[config.mk]
export PLATFORM = sky130hd
export DESIGN_NAME = phy_strap_config_latch
export DESIGN_NICKNAME = d
export VERILOG_FILES = /design/src/rtl/psc_pkg.sv /design/src/rtl/psc_pin_sync.sv /design/src/rtl/phy_strap_config_latch.sv
export SDC_FILE = /design/constraint.sdc
export NUM_CORES = 1
export LEC_CHECK = 0
export BUFFER_PORTS_ARGS = -buffer_cell sky130_fd_sc_hd__clkbuf_2
export CORE_MARGIN = 10
export CORE_UTILIZATION = 30
export CTS_CLUSTER_DIAMETER = 150
export DETAILED_ROUTE_END_ITERATION = 10
export PLACE_DENSITY = 0.58
export SLEW_MARGIN = 10
export SYNTH_ARGS = -nofsm -noshare
export SYNTH_HDL_FRONTEND = slang
export SYNTH_HIERARCHICAL = 1
export SYNTH_SLANG_ARGS = --single-unit
[constraint.sdc]
create_clock -name SYS_CLK -period 1.7 [get_ports SYS_CLK]
set_input_delay 0.085 -clock SYS_CLK [delete_from_list [all_inputs] [get_ports SYS_CLK]]
set_output_delay 0.085 -clock SYS_CLK [all_outputs]
set_load 0.02 [all_outputs]
[src/rtl/psc_pkg.sv]
package psc_pkg;

    // Shared strap pins, as bit positions of the pin vectors.
    localparam int PSC_PIN_COUNT = 9;
    localparam int PSC_IDX_EMISSION_FILTER_STRAP = 0;
    localparam int PSC_IDX_MODE_STRAP_BIT2 = 1;
    localparam int PSC_IDX_ADDR_STRAP_BIT0 = 2;
    localparam int PSC_IDX_ADDR_STRAP_BIT1 = 3;
    localparam int PSC_IDX_ADDR_STRAP_BIT2 = 4;
    localparam int PSC_IDX_NEGOTIATION_STRAP = 5;
    localparam int PSC_IDX_MODE_STRAP_BIT0 = 6;
    localparam int PSC_IDX_MODE_STRAP_BIT1 = 7;
    localparam int PSC_IDX_INTERRUPT_OUT = 8;

    // Register port.
    localparam int PSC_ADDR_W = 5;
    localparam int PSC_DATA_W = 16;
    localparam logic [PSC_ADDR_W-1:0] PSC_REG_CTRL = 5'h00;
    localparam logic [PSC_ADDR_W-1:0] PSC_REG_STRAP_STATUS = 5'h10;
    localparam logic [PSC_ADDR_W-1:0] PSC_REG_FILTER_CTRL = 5'h11;

    // Control register fields.
    localparam int PSC_CTL_SPEED = 13;
    localparam int PSC_CTL_AN_EN = 12;
    localparam int PSC_CTL_DUPLEX = 8;
    localparam logic PSC_RST_SPEED = 1'h1;
    localparam logic PSC_RST_DUPLEX = 1'h1;

    // Strap status fields.
    localparam int PSC_ST_ADDR_LSB = 0;
    localparam int PSC_ST_MODE_LSB = 5;
    localparam int PSC_ST_AN_STRAP = 8;
    localparam int PSC_ST_NAND_STRAP = 9;
    localparam int PSC_ST_FILT_STRAP = 10;

    // Filter control field.
    localparam int PSC_FC_FILT_EN = 0;

    // Management address.
    localparam int PSC_PHY_ADDR_W = 5;
    localparam logic [1:0] PSC_ADDR_HIGH_DEFAULT = 2'h0;

    // Mode strap codes.
    localparam logic [2:0] PSC_CODE_NORMAL_NOX = 3'h1;
    localparam logic [2:0] PSC_CODE_B2B_X = 3'h5;
    localparam logic [2:0] PSC_CODE_NORMAL_X = 3'h7;

    typedef enum logic [1:0] {
        PSC_MODE_RESERVED,
        PSC_MODE_NORMAL,
        PSC_MODE_BACK_TO_BACK
    } psc_mode_t;

endpackage

[src/rtl/psc_pin_sync.sv]
`timescale 1ns/100ps
module psc_pin_sync #(
    parameter int WIDTH = 1
) (
    // Clock.
    input  wire logic             clk,
    // Asynchronous pin levels and their filtered copy.
    input  wire logic [WIDTH-1:0] pin_in,
    output logic      [WIDTH-1:0] pin_filt
);
    typedef struct packed {
        logic [WIDTH-1:0] s1;
        logic [WIDTH-1:0] s2;
        logic [WIDTH-1:0] s3;
        logic [WIDTH-1:0] filt;
    } psc_sync_t;

    psc_sync_t st;
    psc_sync_t next_st;

    // The chain runs through reset so that straps settle before release.
    always_comb begin
        next_st = st;
        next_st.s1 = pin_in;
        next_st.s2 = st.s1;
        next_st.s3 = st.s2;
        next_st.filt = (st.s2 & st.s3) | (st.filt & (st.s2 ^ st.s3));
    end

    always_ff @(posedge clk) begin
        st <= next_st;
    end

    assign pin_filt = st.filt;
endmodule

[src/rtl/phy_strap_config_latch.sv]
`timescale 1ns/100ps
// Contract
// - Sample all strap pins at reset release and keep them as settings.
// - Management address low three bits from straps, upper two bits zero.
// - Negotiation strap loads control bit 12; high disables negotiation.
// - Test strap low at release enters NAND-tree test mode.
// - Filter strap low at release enables emission filter, high disables.
// - Receive data valid whenever receive data-valid is driven to the MAC.
// - Strap pins stay released in reset and drive outputs after it, the interrupt pin only while IRQ is high.
module phy_strap_config_latch
    import psc_pkg::*;
(
    // Clock and reset.
    input  wire logic                               SYS_CLK,
    input  wire logic                               RST_N,
    // Shared strap pins.
    input  wire logic [psc_pkg::PSC_PIN_COUNT-1:0]  STRAP_PIN_IN,
    output logic      [psc_pkg::PSC_PIN_COUNT-1:0]  STRAP_PIN_OUT,
    output logic      [psc_pkg::PSC_PIN_COUNT-1:0]  STRAP_PIN_OE,
    // MAC transmit pins.
    input  wire logic                               TXEN,
    input  wire logic [1:0]                         TXD,
    // Transceiver side.
    input  wire logic [1:0]                         RX_DATA,
    input  wire logic                               RX_VALID,
    input  wire logic                               RX_ERR,
    input  wire logic                               REF_CLK_DRIVE,
    input  wire logic                               IRQ,
    output logic [1:0]                              TX_DATA,
    output logic                                    TX_VALID,
    // Register port.
    input  wire logic [psc_pkg::PSC_ADDR_W-1:0]     ADDR,
    input  wire logic [psc_pkg::PSC_DATA_W-1:0]     WDATA,
    input  wire logic                               WR,
    input  wire logic                               RD,
    output logic      [psc_pkg::PSC_DATA_W-1:0]     RDATA,
    // Configuration.
    output logic                                    STRAP_VALID,
    output logic [psc_pkg::PSC_PHY_ADDR_W-1:0]      PHY_ADDR,
    output psc_pkg::psc_mode_t                      MODE,
    output logic                                    XOVER_EN,
    output logic                                    AN_ENABLE,
    output logic                                    SPEED_100,
    output logic                                    FULL_DUPLEX,
    output logic                                    NAND_TREE_EN,
    output logic                                    EMI_FILTER_EN
);
    import psc_pkg::*;

    typedef struct packed {
        logic                  loaded;
        logic [2:0]            addr_low;
        logic [2:0]            mode;
        logic                  an_strap;
        logic                  nand_strap;
        logic                  filt_strap;
        logic                  speed;
        logic                  an_en;
        logic                  duplex;
        logic                  filt_en;
        logic [PSC_DATA_W-1:0] rdata;
        logic [1:0]            rxd;
        logic                  rx_dv;
        logic                  rx_err;
        logic                  ref_out;
        logic                  irq;
        logic [1:0]            txd;
        logic                  tx_en;
    } psc_state_t;

    localparam psc_state_t PSC_STATE_RESET = '{
        speed:   PSC_RST_SPEED,
        duplex:  PSC_RST_DUPLEX,
        default: '0
    };

    psc_state_t                 st;
    psc_state_t                 next_st;
    logic [PSC_PIN_COUNT-1:0]   strap;
    logic [PSC_DATA_W-1:0]      ctrl_word;
    logic [PSC_DATA_W-1:0]      status_word;
    logic [PSC_DATA_W-1:0]      filter_word;

    psc_pin_sync #(
        .WIDTH (PSC_PIN_COUNT)
    ) u_sync (
        .clk      (SYS_CLK),
        .pin_in   (STRAP_PIN_IN),
        .pin_filt (strap)
    );

    always_comb begin
        ctrl_word = '0;
        ctrl_word[PSC_CTL_SPEED] = st.speed;
        ctrl_word[PSC_CTL_AN_EN] = st.an_en;
        ctrl_word[PSC_CTL_DUPLEX] = st.duplex;
        status_word = '0;
        status_word[PSC_ST_ADDR_LSB +: 3] = st.addr_low;
        status_word[PSC_ST_MODE_LSB +: 3] = st.mode;
        status_word[PSC_ST_AN_STRAP] = st.an_strap;
        status_word[PSC_ST_NAND_STRAP] = st.nand_strap;
        status_word[PSC_ST_FILT_STRAP] = st.filt_strap;
        filter_word = '0;
        filter_word[PSC_FC_FILT_EN] = st.filt_en;
    end

    always_comb begin
        next_st = st;
        // Datapath pins are retimed once; valid and data move together.
        next_st.rxd = RX_DATA;
        next_st.rx_dv = RX_VALID;
        next_st.rx_err = RX_ERR;
        next_st.ref_out = REF_CLK_DRIVE;
        next_st.irq = IRQ;
        // Transmit data is taken as valid only beside transmit enable.
        next_st.tx_en = TXEN;
        next_st.txd = TXD;
        next_st.rdata = '0;
        if (!st.loaded) begin
            // First edge after release: take every strap once.
            next_st.loaded = 1'h1;
            next_st.addr_low = {strap[PSC_IDX_ADDR_STRAP_BIT2],
                                strap[PSC_IDX_ADDR_STRAP_BIT1],
                                strap[PSC_IDX_ADDR_STRAP_BIT0]};
            next_st.mode = {strap[PSC_IDX_MODE_STRAP_BIT2],
                            strap[PSC_IDX_MODE_STRAP_BIT1],
                            strap[PSC_IDX_MODE_STRAP_BIT0]};
            next_st.an_strap = strap[PSC_IDX_NEGOTIATION_STRAP];
            next_st.an_en = ~strap[PSC_IDX_NEGOTIATION_STRAP];
            next_st.nand_strap = strap[PSC_IDX_INTERRUPT_OUT];
            next_st.filt_strap = strap[PSC_IDX_EMISSION_FILTER_STRAP];
            next_st.filt_en = ~strap[PSC_IDX_EMISSION_FILTER_STRAP];
        end else if (WR) begin
            // Only software writes alter loaded settings afterwards.
            case (ADDR)
                PSC_REG_CTRL: begin
                    next_st.speed = WDATA[PSC_CTL_SPEED];
                    next_st.an_en = WDATA[PSC_CTL_AN_EN];
                    next_st.duplex = WDATA[PSC_CTL_DUPLEX];
                end
                PSC_REG_FILTER_CTRL: begin
                    next_st.filt_en = WDATA[PSC_FC_FILT_EN];
                end
                default: begin
                    next_st.filt_en = st.filt_en;
                end
            endcase
        end
        if (RD) begin
            case (ADDR)
                PSC_REG_CTRL:         next_st.rdata = ctrl_word;
                PSC_REG_STRAP_STATUS: next_st.rdata = status_word;
                PSC_REG_FILTER_CTRL:  next_st.rdata = filter_word;
                default:              next_st.rdata = '0;
            endcase
        end
    end

    always_ff @(posedge SYS_CLK) begin
        if (!RST_N) begin
            st <= PSC_STATE_RESET;
        end else begin
            st <= next_st;
        end
    end

    always_comb begin
        case (st.mode)
            PSC_CODE_NORMAL_NOX: MODE = PSC_MODE_NORMAL;
            PSC_CODE_B2B_X:      MODE = PSC_MODE_BACK_TO_BACK;
            PSC_CODE_NORMAL_X:   MODE = PSC_MODE_NORMAL;
            default:             MODE = PSC_MODE_RESERVED;
        endcase
        XOVER_EN = st.loaded && (st.mode == PSC_CODE_B2B_X ||
                                 st.mode == PSC_CODE_NORMAL_X);
    end

    // Pins stay released until the straps are taken.
    always_comb begin
        STRAP_PIN_OE = {PSC_PIN_COUNT{st.loaded}};
        STRAP_PIN_OE[PSC_IDX_INTERRUPT_OUT] = st.loaded & st.irq;
        STRAP_PIN_OUT = '0;
        STRAP_PIN_OUT[PSC_IDX_EMISSION_FILTER_STRAP] = st.rx_err;
        STRAP_PIN_OUT[PSC_IDX_MODE_STRAP_BIT2] = st.rx_dv;
        STRAP_PIN_OUT[PSC_IDX_ADDR_STRAP_BIT2] = st.rxd[1];
        STRAP_PIN_OUT[PSC_IDX_NEGOTIATION_STRAP] = st.rxd[0];
        STRAP_PIN_OUT[PSC_IDX_MODE_STRAP_BIT0] = st.ref_out;
    end

    assign RDATA = st.rdata;
    assign STRAP_VALID = st.loaded;
    assign PHY_ADDR = {PSC_ADDR_HIGH_DEFAULT, st.addr_low};
    assign AN_ENABLE = st.an_en;
    assign SPEED_100 = st.speed;
    assign FULL_DUPLEX = st.duplex;
    assign NAND_TREE_EN = st.loaded & ~st.nand_strap;
    assign EMI_FILTER_EN = st.filt_en;
    assign TX_DATA = st.txd;
    assign TX_VALID = st.tx_en;
endmodule

==> results of run 1 <==
==> where the power goes <==
part | internal, W | switching, W | leakage, nW | total, W
Combinational | 0.000145 | 0.000165 | 0.769 | 0.000311
Clock | 0.000517 | 0.000597 | 0.0813 | 0.00111
Sequential | 0.00173 | 0.0000437 | 0.583 | 0.00178
==> metal layers <==
layer	wire [µm]	track usage	up-vias
li1	-	-	775
met1	1820	0.0771	648
met2	2320	0.120	51
met3	425	0.0422	6
met4	77	0.0488	0
met5	0	0	-
==> worst register-to-register path, delay by kind of cell, from the launching register on <==
family        cells  cell delay [ps]
flops             1              330
simple gates      1              280
mux               1              200
buf+inv           1              250
==> per-stage QoR <==
step | cells | util | worst slack [ps] | hold WS (ps) | power [W]
2_1_floorplan | 229 | - | 202 | 113 | 0.00207
3_3_place_gp | 352 | 0.323 | 433 | 189 | 0.00209
3_5_place_dp | 352 | 0.323 | 424 | 189 | 0.00210
4_1_cts | 385 | 0.365 | 288 | 3.59 | 0.00327
5_1_grt | 385 | 0.365 | 221 | 27.6 | 0.00338
6_report | 385 | 0.365 | 337 | 18.3 | 0.00320
==> layout make-up <==
class	instances	share of cell area
Clock buffer	9	0.0415
Clock inverter	6	0.0130
Inverter	2	0.00251
Multi-Input combinational cell	102	0.245
Sequential cell	70	0.469
Tap cell	105	0.0440
Timing Repair Buffer	91	0.185
==> registers in the layout (all words and copies together) (netlist names) <==
name	cells
u_sync/next_st	18
RDATA	11
u_sync/pin_filt	9
u_sync/st	9
st	7
STRAP_PIN_OUT	5
PHY_ADDR	3
TX_DATA	2
AN_ENABLE	1
EMI_FILTER_EN	1
FULL_DUPLEX	1
SPEED_100	1
STRAP_VALID	1
TX_VALID	1
==> cell families (layout without fill, tap and decap cells) <==
family	Yosys count	count (layout)
other	1	11
XOR/XNOR	1	1
buffers and inverters	57	108
flip-flops	70	70
adder cells (fa/ha/maj)	9	9
AO/OA/AOI/OAI	15	15
multiplexers	12	12
AND/OR/NAND/NOR	54	54
==> what timing repair did <==
action / in CTS / in global routing
hold buffers: 18 / 0
hold endpoints to repair: 18 / 0
setup buffers: 0 / 0
==> placed cells by master (no fill, tap or decap), drive strengths merged, types with 3 or more instances in the layout <==
| cell type | netlist | routed |
|---|---|---|
| nor4 | 4 | 4 |
| ha | 9 | 9 |
| conb | 1 | 11 |
| nor2b | 13 | 13 |
| clkbuf | 3 | 79 |
| a21o | 9 | 9 |
| mux2i | 12 | 12 |
| clkinv | 0 | 3 |
| nand2 | 6 | 6 |
| dlygate4sd3 | 0 | 18 |
| and2 | 20 | 20 |
| inv | 2 | 3 |
| buf | 52 | 3 |
| dfxtp | 70 | 70 |
==> worst paths after layout <==
| kind | startpoint | to | slack (ps) | cells past startpoint |
|---|---|---|---|---|
| max | STRAP_VALID | NAND_TREE_EN | 340 | 3 |
| max reg2reg | STRAP_VALID | FULL_DUPLEX | 560 | 3 |
| min | WDATA[13] | SPEED_100 | 20 | 3 |
| min reg2reg | u_sync/next_st[18] | u_sync/next_st[9] | 320 | 0 |
==> metrics, run 1 <==
DIE AREA 12,400 µm²; Pre-antenna DRT Iters 4; clock tree buffer depth 2; grt total ovfl 0; CTS tree built; peak supply drop about 340 µV; Yosys warnings 6; crit-path max FO 18; Syn Inst Count around 220; Area growth, synth to finish 19.5%; register bit total from synthesis 70; fraction of registers with async set/reset 0; GRT Overall Usage 0.0763; DRT Wirelength ~4.6 mm; largest net degree at the start of global routing 22; most common cell in the synthesized netlist dfxtp_1; Routed wire per std cell around 12 µm; global-route wire length before repair 7.44 mm; CTS sink cnt 70; initial core utilization 0.306; Pwr Density between 1000 and 1500 nW/µm²; total CTS buffers 9; Netlist Area Pre-Place 2500 µm²; Nets approximately 330; Tmin final roughly 1400 ps; Hold Fails Final Rpt 0; Clk Latency, worst-skew pair around 330 ps; crit path cell chain buf_4, nor2b_1, clkbuf_2; number of max-cap violations 0; H-tree depth reported by CTS 3; CP Launch Type flop; area of the multi-input gates between 700 and 800 µm²; ys flop type dfxtp_1; Diodes inserted 0; post-synthesis mux area share 0.0481; Syn Area/Cell 11.4 µm²; final setup vio count 0; Max Slew Vio Count 0; Synth area leader dfxtp_1; status completed; sequential share of the synthesized area 0.561; Placed Area around 2600 µm²; Filler cells approximately 830; clk root buf clkbuf_8; DP Wirelength 3.42 mm; Worst Hold Class input port to flop; xor/xnor share of the synthesized area 0.00351; Worst Skew 7.70 ps; share of the synthesized area in the top cell type 0.561; Setup TNS 0 ps; DR vias approximately 1.5k; largest family of logic cells by synthesized area buffers and inverters; Synth Area in Adders 0.0451; Worst-path clk slew ~70 ps; GP Congestion ~0.73; Area contributors post-synth dfxtp_1 56%, buf_4 15%, and2_1 5.0%; simple logic cell fraction of the synthesized area 0.135; delay-heaviest family, CP buffers and inverters; Ports between 90 and 100; Die Wd between 100 and 150 µm; WP data arrival ~1300 ps; core area 8180 µm²; Leak Pwr roughly 1.4 nW; Synth Area in Compound Gates 0.0446; Routed Antenna Nets 0; CP Buf/Inv Count 2; Worst EP required roughly 1600 ps; RSZ-0062 raised after global routing false; CP peak stage delay around 330 ps; FF/Latch Area ~1400 µm²; vias in the first global route ~1.4k; fmax between 0.7 and 0.8 GHz; CP max stage cell dfxtp_1; post-cts gate resize count 0; period utilization 0.802; Final Instance Area between 2000 and 3000 µm²; Port Buffers 70; CP Capture Type output port; Die H between 100 and 150 µm; commonest cells in the netlist 70 x dfxtp_1, 50 x buf_4, 20 x and2_1; DRC violations left 0; post-synthesis cell type count 28; share of layout cells above drive strength 1 0.325; Via density 3.84; initial antenna violation count 0; row cnt 33; number of synthesized flops with an enable pin 0; Iter 0 DRT Violations 46; Crit Path Category flop to output port
(Power assumes the default switching activity.)
==> run 2, diff against run 1 <==
==> constraint.sdc (replaced) <==
create_clock -name SYS_CLK -period 1.3 [get_ports SYS_CLK]
set_input_delay 0.065 -clock SYS_CLK [delete_from_list [all_inputs] [get_ports SYS_CLK]]
set_output_delay 0.065 -clock SYS_CLK [all_outputs]
set_load 0.02 [all_outputs]
==> run 2 against run 1 <==
First-iteration DRC count up 24%. Sequential power rose by 31%. Critical path depth unchanged. Routed wire length fell by 0.97%. Core utilization rose by 1.5 points. Critical path type unchanged. Global-route usage down 0.12 points.
==> metrics, run 2 (synthesized netlist as in run 1, its figures left out) <==
WP data arrival between 1000 and 1500 ps; Port Buffers 70; Sw Share 0.236; Pre-antenna DRT Iters 4; Hold EP AN_ENABLE; RSZ-0062 raised after global routing false; crit path launch st[33]; Tmin final between 1000 and 1500 ps; worst reg-to-reg setup slack 240 ps; CP peak stage delay between 300 and 400 ps; CP Launch Type flop; GP Congestion approximately 0.77; DRT Wirelength roughly 4.6 mm; Worst-path clk slew around 80 ps; fmax 0.833 GHz; DP Wirelength 3.45 mm; hold depth 3; Worst Hold Class input port to flop; Worst Skew ~8.4 ps; commonest non-fill, non-tap cell in the layout clkbuf_2; status completed; clock network fraction of design power 0.412; DRC violations left 0; Nets approximately 340; crit path cell chain xnor2_1, and2_1, clkbuf_2; dpl ws ~74 ps; crit-path max FO 4; internal power 0.00356 W; Setup TNS 0 ps; final worst setup slack 99.5 ps; Crit Path Category flop to output port; most frequent cells in the layout 70 x clkbuf_2, 68 x dfxtp_1, 21 x dlygate4sd3_1; Routed wire per std cell around 12 µm; CP max stage cell dfxtp_1; Die Wd 111 µm; core area 8180 µm²; reg2reg end EMI_FILTER_EN; NetSw roughly 0.0011 W; peak supply drop 561 µV; GRT Overall Usage 0.0750; Hold Fails Final Rpt 0; total CTS buffers 9; Ports 94; DR vias ~1.5k; DIE AREA between 10,000 and 15,000 µm²; initial antenna violation count 0; Iter 0 DRT Violations between 50 and 60; Hold Path Origin WR; grt total ovfl 0; Pwr Density between 1000 and 1500 nW/µm²; Clk Latency, worst-skew pair ~330 ps; Gate power share 0.089; CP Capture Type output port; max reg flops 18; H-tree depth reported by CTS 3; vias in the first global route 1,495; initial core utilization 0.306; number of max-cap violations 0; share of layout cells above drive strength 1 0.340; Seq pwr share 0.499; CTS tree built; CTS sink cnt 70; Leak Pwr approximately 1.5 nW; global-route wire length before repair 7.45 mm; largest net degree at the start of global routing 18; Max Slew Vio Count 0; Worst EP required roughly 1200 ps; final setup vio count 0; row cnt 33; period utilization 0.923; R2R cell count 3; clk root buf clkbuf_8; Via density approximately 3.8; Routed Antenna Nets 0; Area growth, synth to finish 24.5%; R2R Path Start STRAP_VALID; clock tree buffer depth 2; Die H about 110 µm; Diodes inserted 0
[run 2: cell count changes in the layout (fill, tap and decap cells not counted), sizes merged]
cell / previous run / this run
clkbuf: 79 / 80
clkinv: 3 / 0
inv: 3 / 4
dlygate4sd3: 18 / 21
bufinv: 0 / 2
buf: 3 / 7
[run 2: worst max path at each step]
stage / end / slack, ps / depth (start not counted)
6_report: MODE[0] / 100 / 3
5_1_grt: MODE[0] / 20 / 3
3_5_place_dp: RDATA[2] / 70 / 4
3_3_place_gp: RDATA[5] / 80 / 4
4_1_cts: STRAP_PIN_OE[1] / 20 / 2
2_1_floorplan: EMI_FILTER_EN / 20 / 5
[run 2: timing repair]
| item | 4_1_cts | 5_1_grt |
|---|---|---|
| hold endpoints to repair | 21 | 0 |
| buffers inserted | 0 | 3 |
| gates resized for setup | 1 | 1 |
| hold buffers | 21 | 0 |
| setup endpoints to repair | 12 | 11 |
[run 2: routing by layer]
metal / global-route usage / wire length [µm] / up-vias
li1: - / - / 786
met1: 0.0786 / 1870 / 671
met2: 0.120 / 2290 / 40
met3: 0.0319 / 322 / 7
met4: 0.0514 / 104 / 0
met5: 0 / 0 / -
[run 2: metrics by stage]
stage / hold slack (ps) / cells / instance area, µm² / utilization / power [W]
global placement: 170 / 353 / 2660 / 0.325 / 0.00273
CTS: 32.3 / 390 / 3090 / 0.378 / 0.00475
finish: 52.2 / 393 / 3110 / 0.381 / 0.00466
detailed placement: 169 / 353 / 2660 / 0.325 / 0.00275
floorplan: 92.7 / 229 / 2540 / - / 0.00271
global route: 48.4 / 393 / 3110 / 0.381 / 0.00489
[run 2: area by class of cell]
class / count / area, µm²
clock buffers: 10 / 128
clock inverters: 6 / 92.6
fillers: 839 / 5060
inverters: 2 / 7.51
multi-input cells: 102 / 733
flip-flops and latches: 70 / 1410
well taps: 105 / 131
repair buffers: 98 / 613
[run 2: worst max-delay path: cells and delay by family, from the launching register on]
family,cells,cell delay [ps]
flip-flops,1,380
buffers and inverters,1,160
XOR/XNOR,1,130
AND/OR/NAND/NOR,1,130
[run 2: power by group through the flow]
stage / sequential [W] / clock, W / combinational, W
after detailed placement: 0.00238 / 0 / 0.000362
after global placement: 0.00238 / 0 / 0.000353
final: 0.00233 / 0.00192 / 0.000416
after floorplan: 0.00237 / 0 / 0.000340
after CTS: 0.00233 / 0.00201 / 0.000412
after global routing: 0.00234 / 0.00209 / 0.000462
